<file path="src/epvl_pkg.sv">
// Package of constants for the exception priority and vector logic
package epvl_pkg;

	// ==========================================================
	// Sizes
	localparam int          NUM_IRQ     = 30;
	localparam int          NUM_SYS     = 7;
	localparam int          PRIO_W      = 3;
	localparam int          NUM_EXC     = 46;
	localparam logic [5:0]  IRQ_BASE    = 6'h10;

	// ==========================================================
	// Exception numbers
	localparam logic [5:0]  EXC_THREAD  = 6'h00;
	localparam logic [5:0]  EXC_NMI     = 6'h02;
	localparam logic [5:0]  EXC_HARD    = 6'h03;
	localparam logic [5:0]  EXC_MEM     = 6'h04;
	localparam logic [5:0]  EXC_BUS     = 6'h05;
	localparam logic [5:0]  EXC_USAGE   = 6'h06;
	localparam logic [5:0]  EXC_SVC     = 6'h0B;
	localparam logic [5:0]  EXC_DEBUG   = 6'h0C;
	localparam logic [5:0]  EXC_PEND_SRV = 6'h0E;
	localparam logic [5:0]  EXC_SYSTICK = 6'h0F;

	// ==========================================================
	// Group levels: NMI above hard fault above every programmable level
	localparam logic [3:0]  LVL_NMI     = 4'h0;
	localparam logic [3:0]  LVL_HARD    = 4'h1;
	localparam logic [3:0]  LVL_PROG    = 4'h2;
	localparam logic [3:0]  LVL_NONE    = 4'hF;

	// ==========================================================
	// Register offsets (byte addresses)
	localparam logic [7:0]  OFF_VTBL    = 8'h00;
	localparam logic [7:0]  OFF_GROUP   = 8'h04;
	localparam logic [7:0]  OFF_SYS_PRIO1 = 8'h08;
	localparam logic [7:0]  OFF_SYS_PRIO2 = 8'h0C;
	localparam logic [7:0]  OFF_IPRI0   = 8'h10;
	localparam logic [7:0]  OFF_IPRI7   = 8'h2C;
	localparam logic [7:0]  OFF_PEND    = 8'h30;
	localparam logic [7:0]  OFF_SEL     = 8'h34;

	// ==========================================================
	// Field layout and reset values
	localparam int          FLD_STRIDE  = 8;
	localparam logic [31:0] VTBL_MASK   = 32'h3FFFFF00;
	localparam logic [31:0] VTBL_RST    = 32'h00000000;
	localparam logic [1:0]  GROUP_RST   = 2'h0;
	localparam logic [2:0]  PRIO_RST    = 3'h0;
	localparam logic [29:0] IRQ_RSVD    = 30'h0C002300;
	localparam logic [1:0]  HTRANS_NSEQ = 2'h2;

endpackage

</file>
<file path="src/epvl_top.sv">
// Exception priority resolution and vector address logic with AHB-Lite registers
// How it works
// - Table word 0 holds initial stack pointer, then handler addresses by exception number.
// - Vector address is table base plus four times the exception number.
// - Reset puts the table base back at address zero.
// - Table offset writes are aligned to 256 bytes within the allowed range.
// - Smaller value wins; reset, hard fault and NMI are fixed, others programmable.
// - Every programmable priority resets to zero.
// - Programmable priorities are three bits, below all fixed negative levels.
// - Equal priorities resolve to the smallest exception number.
// - Only a strictly higher priority preempts; equal ones stay pending.
// - Each priority entry splits into group and subpriority by the grouping setting.
// - Preemption compares group priority only.
// - Equal group: smaller subpriority first, then lowest interrupt number.
// - Interrupts 0..29 map to bits; 8, 9, 13, 26, 27 have no source.
// - NMI is always enabled at level -2, beaten only by reset.
// - Hard fault sits at level -1, above all programmable exceptions.
//
// Decided for this implementation: the register offsets and register access over AHB-Lite.
`timescale 1ns/1ps

module epvl_top
	import epvl_pkg::*;
(
	// Clock and reset
	input  wire logic                i_clk,
	input  wire logic                i_reset_n,
	// AHB-Lite slave
	input  wire logic                i_hsel,
	input  wire logic [31:0]         i_haddr,
	input  wire logic [1:0]          i_htrans,
	input  wire logic                i_hwrite,
	input  wire logic [2:0]          i_hsize,
	input  wire logic [31:0]         i_hwdata,
	input  wire logic                i_hready,
	output logic      [31:0]         o_hrdata,
	output logic                     o_hreadyout,
	output logic                     o_hresp,
	// Exception sources
	input  wire logic [NUM_IRQ-1:0]  i_irq,
	input  wire logic                i_nmi,
	input  wire logic                i_hard_fault,
	input  wire logic [NUM_SYS-1:0]  i_sys_pend,
	// Core side
	input  wire logic [5:0]          i_active_num,
	input  wire logic                i_take,
	input  wire logic [5:0]          i_take_num,
	output logic                     o_exc_valid,
	output logic [5:0]               o_exc_num,
	output logic [31:0]              o_exc_vector,
	output logic                     o_exc_preempt
);

	// ==========================================================
	// Declarations
	logic [31:0]        vtbl_ff;
	logic [31:0]        nxt_vtbl;
	logic [1:0]         group_ff;
	logic [1:0]         nxt_group;
	logic [PRIO_W-1:0]  irq_prio_ff [NUM_IRQ];
	logic [PRIO_W-1:0]  nxt_irq_prio [NUM_IRQ];
	logic [PRIO_W-1:0]  sys_prio_ff [NUM_SYS];
	logic [PRIO_W-1:0]  nxt_sys_prio [NUM_SYS];
	logic [7:0]         addr_ff;
	logic [7:0]         nxt_addr;
	logic               wr_ff;
	logic               nxt_wr;
	logic [31:0]        rdata_ff;
	logic [31:0]        nxt_rdata;
	logic               ready_ff;
	logic               resp_ff;
	logic [NUM_IRQ-1:0] irq_sync;
	logic [NUM_IRQ-1:0] pend_ff;
	logic [NUM_IRQ-1:0] nxt_pend;
	logic               valid_ff;
	logic               nxt_valid;
	logic [5:0]         num_ff;
	logic [5:0]         nxt_num;
	logic [31:0]        vec_ff;
	logic [31:0]        nxt_vec;
	logic               pre_ff;
	logic               nxt_pre;
	logic               addr_ok;
	logic               wr_now;
	logic [3:0]         best_lvl;
	logic [2:0]         best_sub;
	logic [3:0]         act_lvl;

	// ==========================================================
	// Request synchroniser
	epvl_sync #(
		.WIDTH (NUM_IRQ)
	) u_sync (
		.i_clk     (i_clk),
		.i_reset_n (i_reset_n),
		.i_async   (i_irq),
		.o_sync    (irq_sync)
	);

	// ==========================================================
	// Helpers
	function automatic logic [2:0] sys_slot(input logic [5:0] n);
		case (n)
			EXC_MEM:     sys_slot = 3'h0;
			EXC_BUS:     sys_slot = 3'h1;
			EXC_USAGE:   sys_slot = 3'h2;
			EXC_SVC:     sys_slot = 3'h3;
			EXC_DEBUG:   sys_slot = 3'h4;
			EXC_PEND_SRV: sys_slot = 3'h5;
			EXC_SYSTICK: sys_slot = 3'h6;
			default:     sys_slot = 3'h7;
		endcase
	endfunction

	// Group level of a programmable value; fixed levels sit below LVL_PROG
	function automatic logic [3:0] grp_lvl(input logic [2:0] p, input logic [1:0] split);
		grp_lvl = LVL_PROG + {1'b0, p >> split};
	endfunction

	function automatic logic [2:0] sub_of(input logic [2:0] p, input logic [1:0] split);
		sub_of = p & ~(3'h7 << split);
	endfunction

	// ==========================================================
	// Bus address phase and register writes
	assign addr_ok = i_hsel && (i_htrans == HTRANS_NSEQ) && i_hready;
	assign wr_now  = wr_ff;

	always_comb begin
		nxt_addr     = addr_ok ? i_haddr[7:0] : addr_ff;
		nxt_wr       = addr_ok && i_hwrite;
		nxt_vtbl     = vtbl_ff;
		nxt_group    = group_ff;
		nxt_irq_prio = irq_prio_ff;
		nxt_sys_prio = sys_prio_ff;
		if (wr_now) begin
			case (addr_ff)
				OFF_VTBL:    nxt_vtbl = i_hwdata & VTBL_MASK;
				OFF_GROUP:   nxt_group = i_hwdata[1:0];
				OFF_SYS_PRIO1: begin
					for (int j = 0; j < 3; j++) begin
						nxt_sys_prio[j] = i_hwdata[j*FLD_STRIDE +: PRIO_W];
					end
				end
				OFF_SYS_PRIO2: begin
					for (int j = 0; j < 4; j++) begin
						nxt_sys_prio[j+3] = i_hwdata[j*FLD_STRIDE +: PRIO_W];
					end
				end
				default: begin
					if (addr_ff >= OFF_IPRI0 && addr_ff <= OFF_IPRI7) begin
						for (int j = 0; j < 4; j++) begin
							if (int'(addr_ff - OFF_IPRI0) + j < NUM_IRQ) begin
								nxt_irq_prio[int'(addr_ff - OFF_IPRI0) + j] =
									i_hwdata[j*FLD_STRIDE +: PRIO_W];
							end
						end
					end
				end
			endcase
		end
	end

	// ==========================================================
	// Read data, taken from next values so a read right after a write sees it
	always_comb begin
		nxt_rdata = rdata_ff;
		if (addr_ok && !i_hwrite) begin
			nxt_rdata = 32'h00000000;
			case (i_haddr[7:0])
				OFF_VTBL:    nxt_rdata = nxt_vtbl;
				OFF_GROUP:   nxt_rdata = {30'h00000000, nxt_group};
				OFF_SYS_PRIO1: begin
					for (int j = 0; j < 3; j++) begin
						nxt_rdata[j*FLD_STRIDE +: PRIO_W] = nxt_sys_prio[j];
					end
				end
				OFF_SYS_PRIO2: begin
					for (int j = 0; j < 4; j++) begin
						nxt_rdata[j*FLD_STRIDE +: PRIO_W] = nxt_sys_prio[j+3];
					end
				end
				OFF_PEND:    nxt_rdata = {2'h0, pend_ff};
				OFF_SEL:     nxt_rdata = {24'h000000, pre_ff, valid_ff, num_ff};
				default: begin
					if (i_haddr[7:0] >= OFF_IPRI0 && i_haddr[7:0] <= OFF_IPRI7) begin
						for (int j = 0; j < 4; j++) begin
							if (int'(i_haddr[7:0] - OFF_IPRI0) + j < NUM_IRQ) begin
								nxt_rdata[j*FLD_STRIDE +: PRIO_W] =
									nxt_irq_prio[int'(i_haddr[7:0] - OFF_IPRI0) + j];
							end
						end
					end
				end
			endcase
		end
	end

	// Zero wait states; unmapped reads return zero with OKAY
	always_ff @(posedge i_clk or negedge i_reset_n) begin
		if (!i_reset_n) begin
			addr_ff  <= 8'h00;
			wr_ff    <= 1'b0;
			rdata_ff <= 32'h00000000;
			ready_ff <= 1'b1;
			resp_ff  <= 1'b0;
			vtbl_ff  <= VTBL_RST;
			group_ff <= GROUP_RST;
			for (int i = 0; i < NUM_IRQ; i++) begin
				irq_prio_ff[i] <= PRIO_RST;
			end
			for (int i = 0; i < NUM_SYS; i++) begin
				sys_prio_ff[i] <= PRIO_RST;
			end
		end else begin
			addr_ff      <= nxt_addr;
			wr_ff        <= nxt_wr;
			rdata_ff     <= nxt_rdata;
			ready_ff     <= 1'b1;
			resp_ff      <= 1'b0;
			vtbl_ff      <= nxt_vtbl;
			group_ff     <= nxt_group;
			irq_prio_ff  <= nxt_irq_prio;
			sys_prio_ff  <= nxt_sys_prio;
		end
	end

	// ==========================================================
	// Pending state of peripheral interrupts
	always_comb begin
		nxt_pend = pend_ff;
		if (i_take && i_take_num >= IRQ_BASE) begin
			nxt_pend[5'(i_take_num - IRQ_BASE)] = 1'b0;
		end
		// A request in the clearing cycle wins over the clear
		nxt_pend = (nxt_pend | irq_sync) & ~IRQ_RSVD;
	end

	always_ff @(posedge i_clk or negedge i_reset_n) begin
		if (!i_reset_n) begin
			pend_ff <= '0;
		end else begin
			pend_ff <= nxt_pend;
		end
	end

	// ==========================================================
	// Arbitration over exception numbers 2 to NUM_EXC-1
	always_comb begin
		logic       v;
		logic [3:0] lv;
		logic [2:0] sb;
		logic [2:0] p;
		v         = 1'b0;
		lv        = LVL_NONE;
		sb        = 3'h0;
		p         = 3'h0;
		nxt_valid = 1'b0;
		nxt_num   = EXC_THREAD;
		best_lvl  = LVL_NONE;
		best_sub  = 3'h7;
		act_lvl   = LVL_NONE;
		for (int n = 2; n < NUM_EXC; n++) begin
			v  = 1'b0;
			lv = LVL_NONE;
			sb = 3'h0;
			if (6'(n) == EXC_NMI) begin
				v  = i_nmi;
				lv = LVL_NMI;
			end else if (6'(n) == EXC_HARD) begin
				v  = i_hard_fault;
				lv = LVL_HARD;
			end else if (6'(n) >= IRQ_BASE) begin
				p  = irq_prio_ff[n - 16];
				v  = pend_ff[n - 16];
				lv = grp_lvl(p, group_ff);
				sb = sub_of(p, group_ff);
			end else if (sys_slot(6'(n)) != 3'h7) begin
				p  = sys_prio_ff[sys_slot(6'(n))];
				v  = i_sys_pend[sys_slot(6'(n))];
				lv = grp_lvl(p, group_ff);
				sb = sub_of(p, group_ff);
			end
			if (6'(n) == i_active_num) begin
				act_lvl = lv;
			end
			// Strict compare keeps the lower number on a tie
			if (v && (!nxt_valid || {lv, sb} < {best_lvl, best_sub})) begin
				nxt_valid = 1'b1;
				nxt_num   = 6'(n);
				best_lvl  = lv;
				best_sub  = sb;
			end
		end
		// Only a strictly better group preempts; thread mode is always preemptible
		nxt_pre = nxt_valid && ((i_active_num == EXC_THREAD) || (best_lvl < act_lvl));
		nxt_vec = vtbl_ff + {24'h000000, nxt_num, 2'h0};
	end

	always_ff @(posedge i_clk or negedge i_reset_n) begin
		if (!i_reset_n) begin
			valid_ff <= 1'b0;
			num_ff   <= EXC_THREAD;
			vec_ff   <= VTBL_RST;
			pre_ff   <= 1'b0;
		end else begin
			valid_ff <= nxt_valid;
			num_ff   <= nxt_num;
			vec_ff   <= nxt_vec;
			pre_ff   <= nxt_pre;
		end
	end

	// ==========================================================
	// Outputs
	assign o_hrdata      = rdata_ff;
	assign o_hreadyout   = ready_ff;
	assign o_hresp       = resp_ff;
	assign o_exc_valid   = valid_ff;
	assign o_exc_num     = num_ff;
	assign o_exc_vector  = vec_ff;
	assign o_exc_preempt = pre_ff;

endmodule

</file>
<file path="src/epvl_sync.sv">
// Two-stage synchroniser for asynchronous request lines
`timescale 1ns/1ps

module epvl_sync #(
	parameter int WIDTH = 1
) (
	// Clock and reset
	input  wire logic             i_clk,
	input  wire logic             i_reset_n,
	// Data
	input  wire logic [WIDTH-1:0] i_async,
	output logic      [WIDTH-1:0] o_sync
);

	logic [WIDTH-1:0] meta_ff;
	logic [WIDTH-1:0] sync_ff;
	logic [WIDTH-1:0] nxt_meta;
	logic [WIDTH-1:0] nxt_sync;

	// ==========================================================
	// Stage one feeds only stage two
	always_comb begin
		nxt_meta = i_async;
		nxt_sync = meta_ff;
	end

	always_ff @(posedge i_clk or negedge i_reset_n) begin
		if (!i_reset_n) begin
			meta_ff <= '0;
			sync_ff <= '0;
		end else begin
			meta_ff <= nxt_meta;
			sync_ff <= nxt_sync;
		end
	end

	assign o_sync = sync_ff;

endmodule

</file>
<file path="config.mk">
export PLATFORM = sky130hd
export DESIGN_NAME = epvl_top
export DESIGN_NICKNAME = d
export VERILOG_FILES = /design/src/epvl_pkg.sv /design/src/epvl_top.sv /design/src/epvl_sync.sv
export SDC_FILE = /design/constraint.sdc
export NUM_CORES = 2
export LEC_CHECK = 0
export BUFFER_PORTS_ARGS = -buffer_cell sky130_fd_sc_hd__buf_2
export CAP_MARGIN = 20
export CORE_MARGIN = 1
export CORE_UTILIZATION = 40
export CTS_BUF_LIST = sky130_fd_sc_hd__clkbuf_4
export DETAILED_ROUTE_END_ITERATION = 12
export SYNTH_ARGS = -nofsm -noshare
export SYNTH_HDL_FRONTEND = slang
export SYNTH_HIERARCHICAL = 1
export SYNTH_SLANG_ARGS = --single-unit
</file>
<file path="constraint.sdc">
create_clock -name i_clk -period 80.6 [get_ports i_clk]
set_input_delay 12.09 -clock i_clk [delete_from_list [all_inputs] [get_ports i_clk]]
set_output_delay 12.09 -clock i_clk [all_outputs]
set_load 0.03 [all_outputs]
</file>
=== Word level (Yosys, flattened, before mapping) ===
Cells that the tools add are included.

* Bits in registers: 311

* Eq/ne operators: 53
* Multiplexer cells: 245
* Bitwise gates (word level): 44
* $lt $le $gt $ge: 61
* Reduce and logical (&&, ||, !) cells: 120
* Shift operators: 38
* Add/sub/neg operators: 47

{| class="wikitable"
|+ Operators by type and width
! kind !! number
|-
| 2-to-1 mux 90 bit || 16
|-
| bitwise mux 90 bit || 4
|-
| 2-to-1 mux 4 bit || 78
|-
| >= comparator 32 x 6 -> 1 bit (second input constant) || 8
|-
| inverter 32 bit || 8
|-
| less-than comparator 7 bit || 32
|-
| less-than comparator 32 x 6 -> 1 bit (second input constant) || 6
|-
| 2-to-1 mux 6 bit || 32
|-
| 2-to-1 mux 3 bit || 53
|-
| adder 2 x 3 -> 4 bit (first input constant) || 37
|-
| less-than comparator 32 x 1 -> 1 bit (second input constant) || 4
|-
| >> shifter 3 x 2 -> 3 bit || 37
|-
| bitwise AND 3 bit || 32
|-
| == test 5 x 6 -> 1 bit (first input constant) || 16
|-
| == test 6 bit (first input constant) || 14
|-
| 2-to-1 mux 32 bit || 2
|-
| binary-select mux 3 bit (select 5 bit) || 4
|-
| demux 3 bit (select 5 bit) || 4
|-
| == test 4 x 6 -> 1 bit (first input constant) || 8
|-
| logical AND 1 bit || 46
|-
| adder 9 x 3 -> 10 bit (second input constant) || 4
|-
| 2-to-1 mux 1 bit || 35
|-
| zero test 1 bit || 34
|-
| logical OR 1 bit || 34
|-
| 39 further kinds || 60
|}

=== Longest topological paths before layout ===
* Depth after elaboration: 136
* Mapped depth: 350
* Gate-level depth less buffers: 316

=== Hierarchy ===
The synthesis kept the hierarchy.

{| class="wikitable"
|+ By module, submodules not included
! module !! area an instance (um2) !! cells an instance !! instances !! seq. area each (um2)
|-
| epvl_top || 32467.4 || 4378 || 1 || 6281.0
|-
| epvl_sync || 1501.4 || 60 || 1 || 1501.4
|}

=== Worst setup path before layout ===
OpenSTA, ideal clock, no wires.

* Kind: input-to-reg
* Start: in i_hard_fault
* End: reg vec_ff[28], in the netlist o_exc_vector[28]
* Required time: 80.477 ns
* Arrival time: 66.994 ns
* Stages on the path: 298
* Library setup time: 0.123 ns
* Slack: 13.483 ns
* Buffers on the path: 22
* Cells stage by stage: nor2_1 > buf_2 > o21ai_0 > ha_1 > and4_1 > o21ai_1 > a211oi_1 > nor2_1 > o21ai_0 > inv_1 > ha_1 > and4_1 > o311ai_2 > o21ai_0 > nand2_1 > nand2_1 > clkbuf_1 > nor2_1 > [... 262 more ...] > o221ai_1 > a21oi_1 > o2bb2ai_1 > or3_4 > nand2b_1 > fa_1 > inv_1 > a21oi_1 > o21bai_1 > a21o_1 > a21o_1 > and2_1 > nand2b_1 > nor2_1 > nand4_1 > inv_1 > nand4_1 > xnor2_1

* Word-level cells in the longest chain between the ends: 131
* Elaborated cells between the ends (all ways): 259
* Classes of those cells: 1 x add/sub; 32 x order compare; 129 x mux; 97 x reduce/logical

{| class="wikitable"
|+ Ends and longest elaborated chain
! what !! line !! source
|-
| from (decl) || epvl_top.sv:42 || <nowiki>input wire logic i_hard_fault,</nowiki>
|-
| logical AND 1 bit * || epvl_top.sv:288 || <nowiki>if (v && (!nxt_valid || {lv, sb} < {best_lvl, best_sub})) begin</nowiki>
|-
| 2-to-1 mux 3 bit, or another cell as far along || epvl_top.sv:288 ||
|-
| less-than comparator 7 bit / zero test 1 bit (equally long branches) || epvl_top.sv:288 ||
|-
| logical OR 1 bit || epvl_top.sv:288 ||
|-
| logical AND 1 bit || epvl_top.sv:288 ||
|-
| 2-to-1 mux 3 bit, or another cell as far along || epvl_top.sv:288 ||
|-
| less-than comparator 7 bit / zero test 1 bit (equally long branches) || epvl_top.sv:288 ||
|-
| logical OR 1 bit || epvl_top.sv:288 ||
|-
| [... 116 more ...] || n/a ||
|-
| logical AND 1 bit || epvl_top.sv:288 ||
|-
| 2-to-1 mux 3 bit, or another cell as far along || epvl_top.sv:288 ||
|-
| less-than comparator 7 bit / zero test 1 bit (equally long branches) || epvl_top.sv:288 ||
|-
| logical OR 1 bit || epvl_top.sv:288 ||
|-
| logical AND 1 bit || epvl_top.sv:288 ||
|-
| 2-to-1 mux 6 bit * || epvl_top.sv:288 ||
|-
| adder 32 x 8 -> 32 bit * || epvl_top.sv:297 || <nowiki>nxt_vec = vtbl_ff + {24'h000000, nxt_num, 2'h0};</nowiki>
|-
| net nxt_vec[28] || epvl_top.sv:80 || <nowiki>logic [31:0] nxt_vec;</nowiki>
|-
| to (signal assigned) || epvl_top.sv:309 || <nowiki>vec_ff <= nxt_vec;</nowiki>
|-
| to (decl) || epvl_top.sv:79 || <nowiki>logic [31:0] vec_ff;</nowiki>
|}

Mark *: on every way through the listed nets, which the timed path passes. The rest lies on a longest branch.
A chain may end at the register's enable or synchronous reset.

=== Worst setup path after layout ===
Same ends and word-level chain as after synthesis.

==> metrics.yaml <==
detailed_routing:
  drt-total-wl_mm: 135
  vias_per_cell: 6.15
  ant_nets: 0
  wl_per_cell_microns: 24.0
  drt_first_pass_iters: 6
  vias: 34600
  first_iter_violations: 3671
  drc: 0
clock_tree:
  cts_inserted_buffers: 84
  cts_num_sinks: 301
  cts_post_setup_buffers_inserted: 0
  clk_path_buf_depth: 3
  path_clk_slew_ns: 0.07
  cts-root-buf: "clkbuf_4"
  clkLatencyLatePin_ns: 0.83
  cts_max_level: 3
  cts_tree: "built"
timing:
  report.final.slew_viol_count: 0
  period_needed_ns: 75.78
  max_freq_ghz: 0.0132
  slew_headroom_pct: 18.0
  tightest_slew_ns: 1.22
  period_share_pct: 94.0
  finalSetupViolations: 0
  tns_ns: 0
  fin_worst_skew_ns: 0.0733
  setup_ws_ns: 4.82
  hold_viol_final: 0
  rsz0062_at_grt: "no"
setup_path:
  r2r_end: "o_exc_vector[28]"
  endpoint_kind: "register"
  cp.required_ns: 81.29
  reg2reg_depth: 279
  r2r-start: "group_ff[0]"
  crit_top_cell: "a21o_1"
  slowest_stage: "a22oi_2"
  path_buf_inv: 8
  critPathMaxFanout: 15
  setup.worst_path.start_class: "primary input"
  critPathTopFamily: "compound AO/OA/AOI/OAI gates"
  crit_type: "in2reg"
  slowest_delay_ns: 0.66
  cp.arrival_ns: 76.47
  r2r_setup_slack_ns: 14.89
global_routing:
  track_usage_pct: 30.8
  grt_pass1_vias: 32500
  grt_start_max_net_pins: 179
  grt_pass1_wl_mm: 202
  top_usage_layer: "met2"
  overflow: 0
  grtUsageMet1_pct: 42.2
  grt_use_met3_pct: 5.52
  antenna_found_initial: 4
  use_met2_pct: 46.6
final_layout:
  syn_to_final_growth_pct: 7.71
  nNetsFinal: 4845
  fin_util_pct: 43.5
  drive_gt1_share_pct: 12.8
min_path:
  hold_end: "u_sync/o_sync[22]"
  hold_class: "reg2reg"
  hold_start: "u_sync/meta_ff[22]"
  hold_depth: 0
job:
  max_cap_viol_count: 0
die:
  fp.dieH_microns: 292
  core_area_sq_mm: 0.0836
  dieArea_sq_mm: 0.0855
  placementRows: 106
  start_util_pct: 40.4
  die_x_microns: 292
  io_pins: 200
place:
  dp_hpwl_mm: 102
  post-place-ws_ns: 4.25
  gp_routability_congestion: 0.987
  io_buffers: 158
synth:
  syn_inst: 4428
  synth_area_per_cell_sq_um: 7.61
  syn_nets: 4782
  synth_warnings: 6
  syn_area_sq_mm: 0.0337
status:
  status: "complete, no violations"
## state kept, by name, summed over array words and instances (netlist names)
name and cells:
irq_prio_ff 90, o_exc_vector 32, o_hrdata 32, vtbl_ff 32, pend_ff 25, u_sync/meta_ff 25, u_sync/o_sync 25, sys_prio_ff 21
addr_ff 8, o_exc_num 6, group_ff 2, o_exc_preempt 1, o_exc_valid 1, wr_ff 1
## cell type report
cell class                      count  area (sq um)
Multi-Input combinational cell   3722         24600
Tap cell                         1080          1350
Sequential cell                   301          7540
Clock inverter                     27           143
Fill cell                        8621         47200
Inverter                          178           668
Timing Repair Buffer              204          1170
Antenna cell                        4          10.0
Clock buffer                      111           833
## stage by stage
| step | cell area (sq um) | hold WS (ns) | cells |
|---|---|---|---|
| 2_1_floorplan | 33700 | 0.331 | 4428 |
| 3_3_place_gp | 35300 | 0.332 | 5485 |
| 3_5_place_dp | 35300 | 0.336 | 5485 |
| 4_1_cts | 36300 | 0.325 | 5623 |
| 5_1_grt | 36300 | 0.331 | 5626 |
| 6_report | 36300 | 0.331 | 5627 |
## worst max-delay path by stage
stage / end / cells past startpoint / start / slack, ns
2_1_floorplan: o_exc_vector[28] / 298 / i_hard_fault / 13.48
5_1_grt: o_exc_vector[31] / 279 / i_hard_fault / 0.11
3_3_place_gp: o_exc_vector[31] / 274 / i_hard_fault / 4.19
3_5_place_dp: o_exc_vector[28] / 274 / i_hard_fault / 4.25
4_1_cts: o_exc_vector[31] / 272 / i_hard_fault / 4.76
6_report: o_exc_vector[28] / 276 / i_hard_fault / 4.82
## metal layers
layer | part of all wire [%] | vias to the layer above
li1 | - | 16100
met3 | 8.6 | 350
met4 | 5.3 | 0
met1 | 43 | 16600
met5 | 0 | -
met2 | 43 | 1529
## cell usage in the layout, fill, tap and decap left out, types with 100 or more instances in the layout
cell and n:
ha_1 227, nor2_1 518, inv_1 169, mux2i_1 340
a21oi_1 212, dfrtp_1 299, o21ai_0 470, nand2_1 680
clkbuf_4 111, mux2_2 100, buf_2 157
## worst register-to-register path, delay by kind of cell (launching register included)
kind            cells  cell delay (ns)
buf+inv             9             1.74
xor+xnor            1             0.15
simple gates       61            11.92
fa+ha+maj          34            10.32
compound gates    158            34.80
flops               1             0.64
mux                16             6.15
## what timing repair did
item / CTS / global route
hold buffers: 0 / 0
endpoints found under the setup margin: 0 / 23
resized for setup: 0 / 5
Power is not shown: default switching activity piles up to over one toggle a cycle in this logic, so the estimate is an artifact.
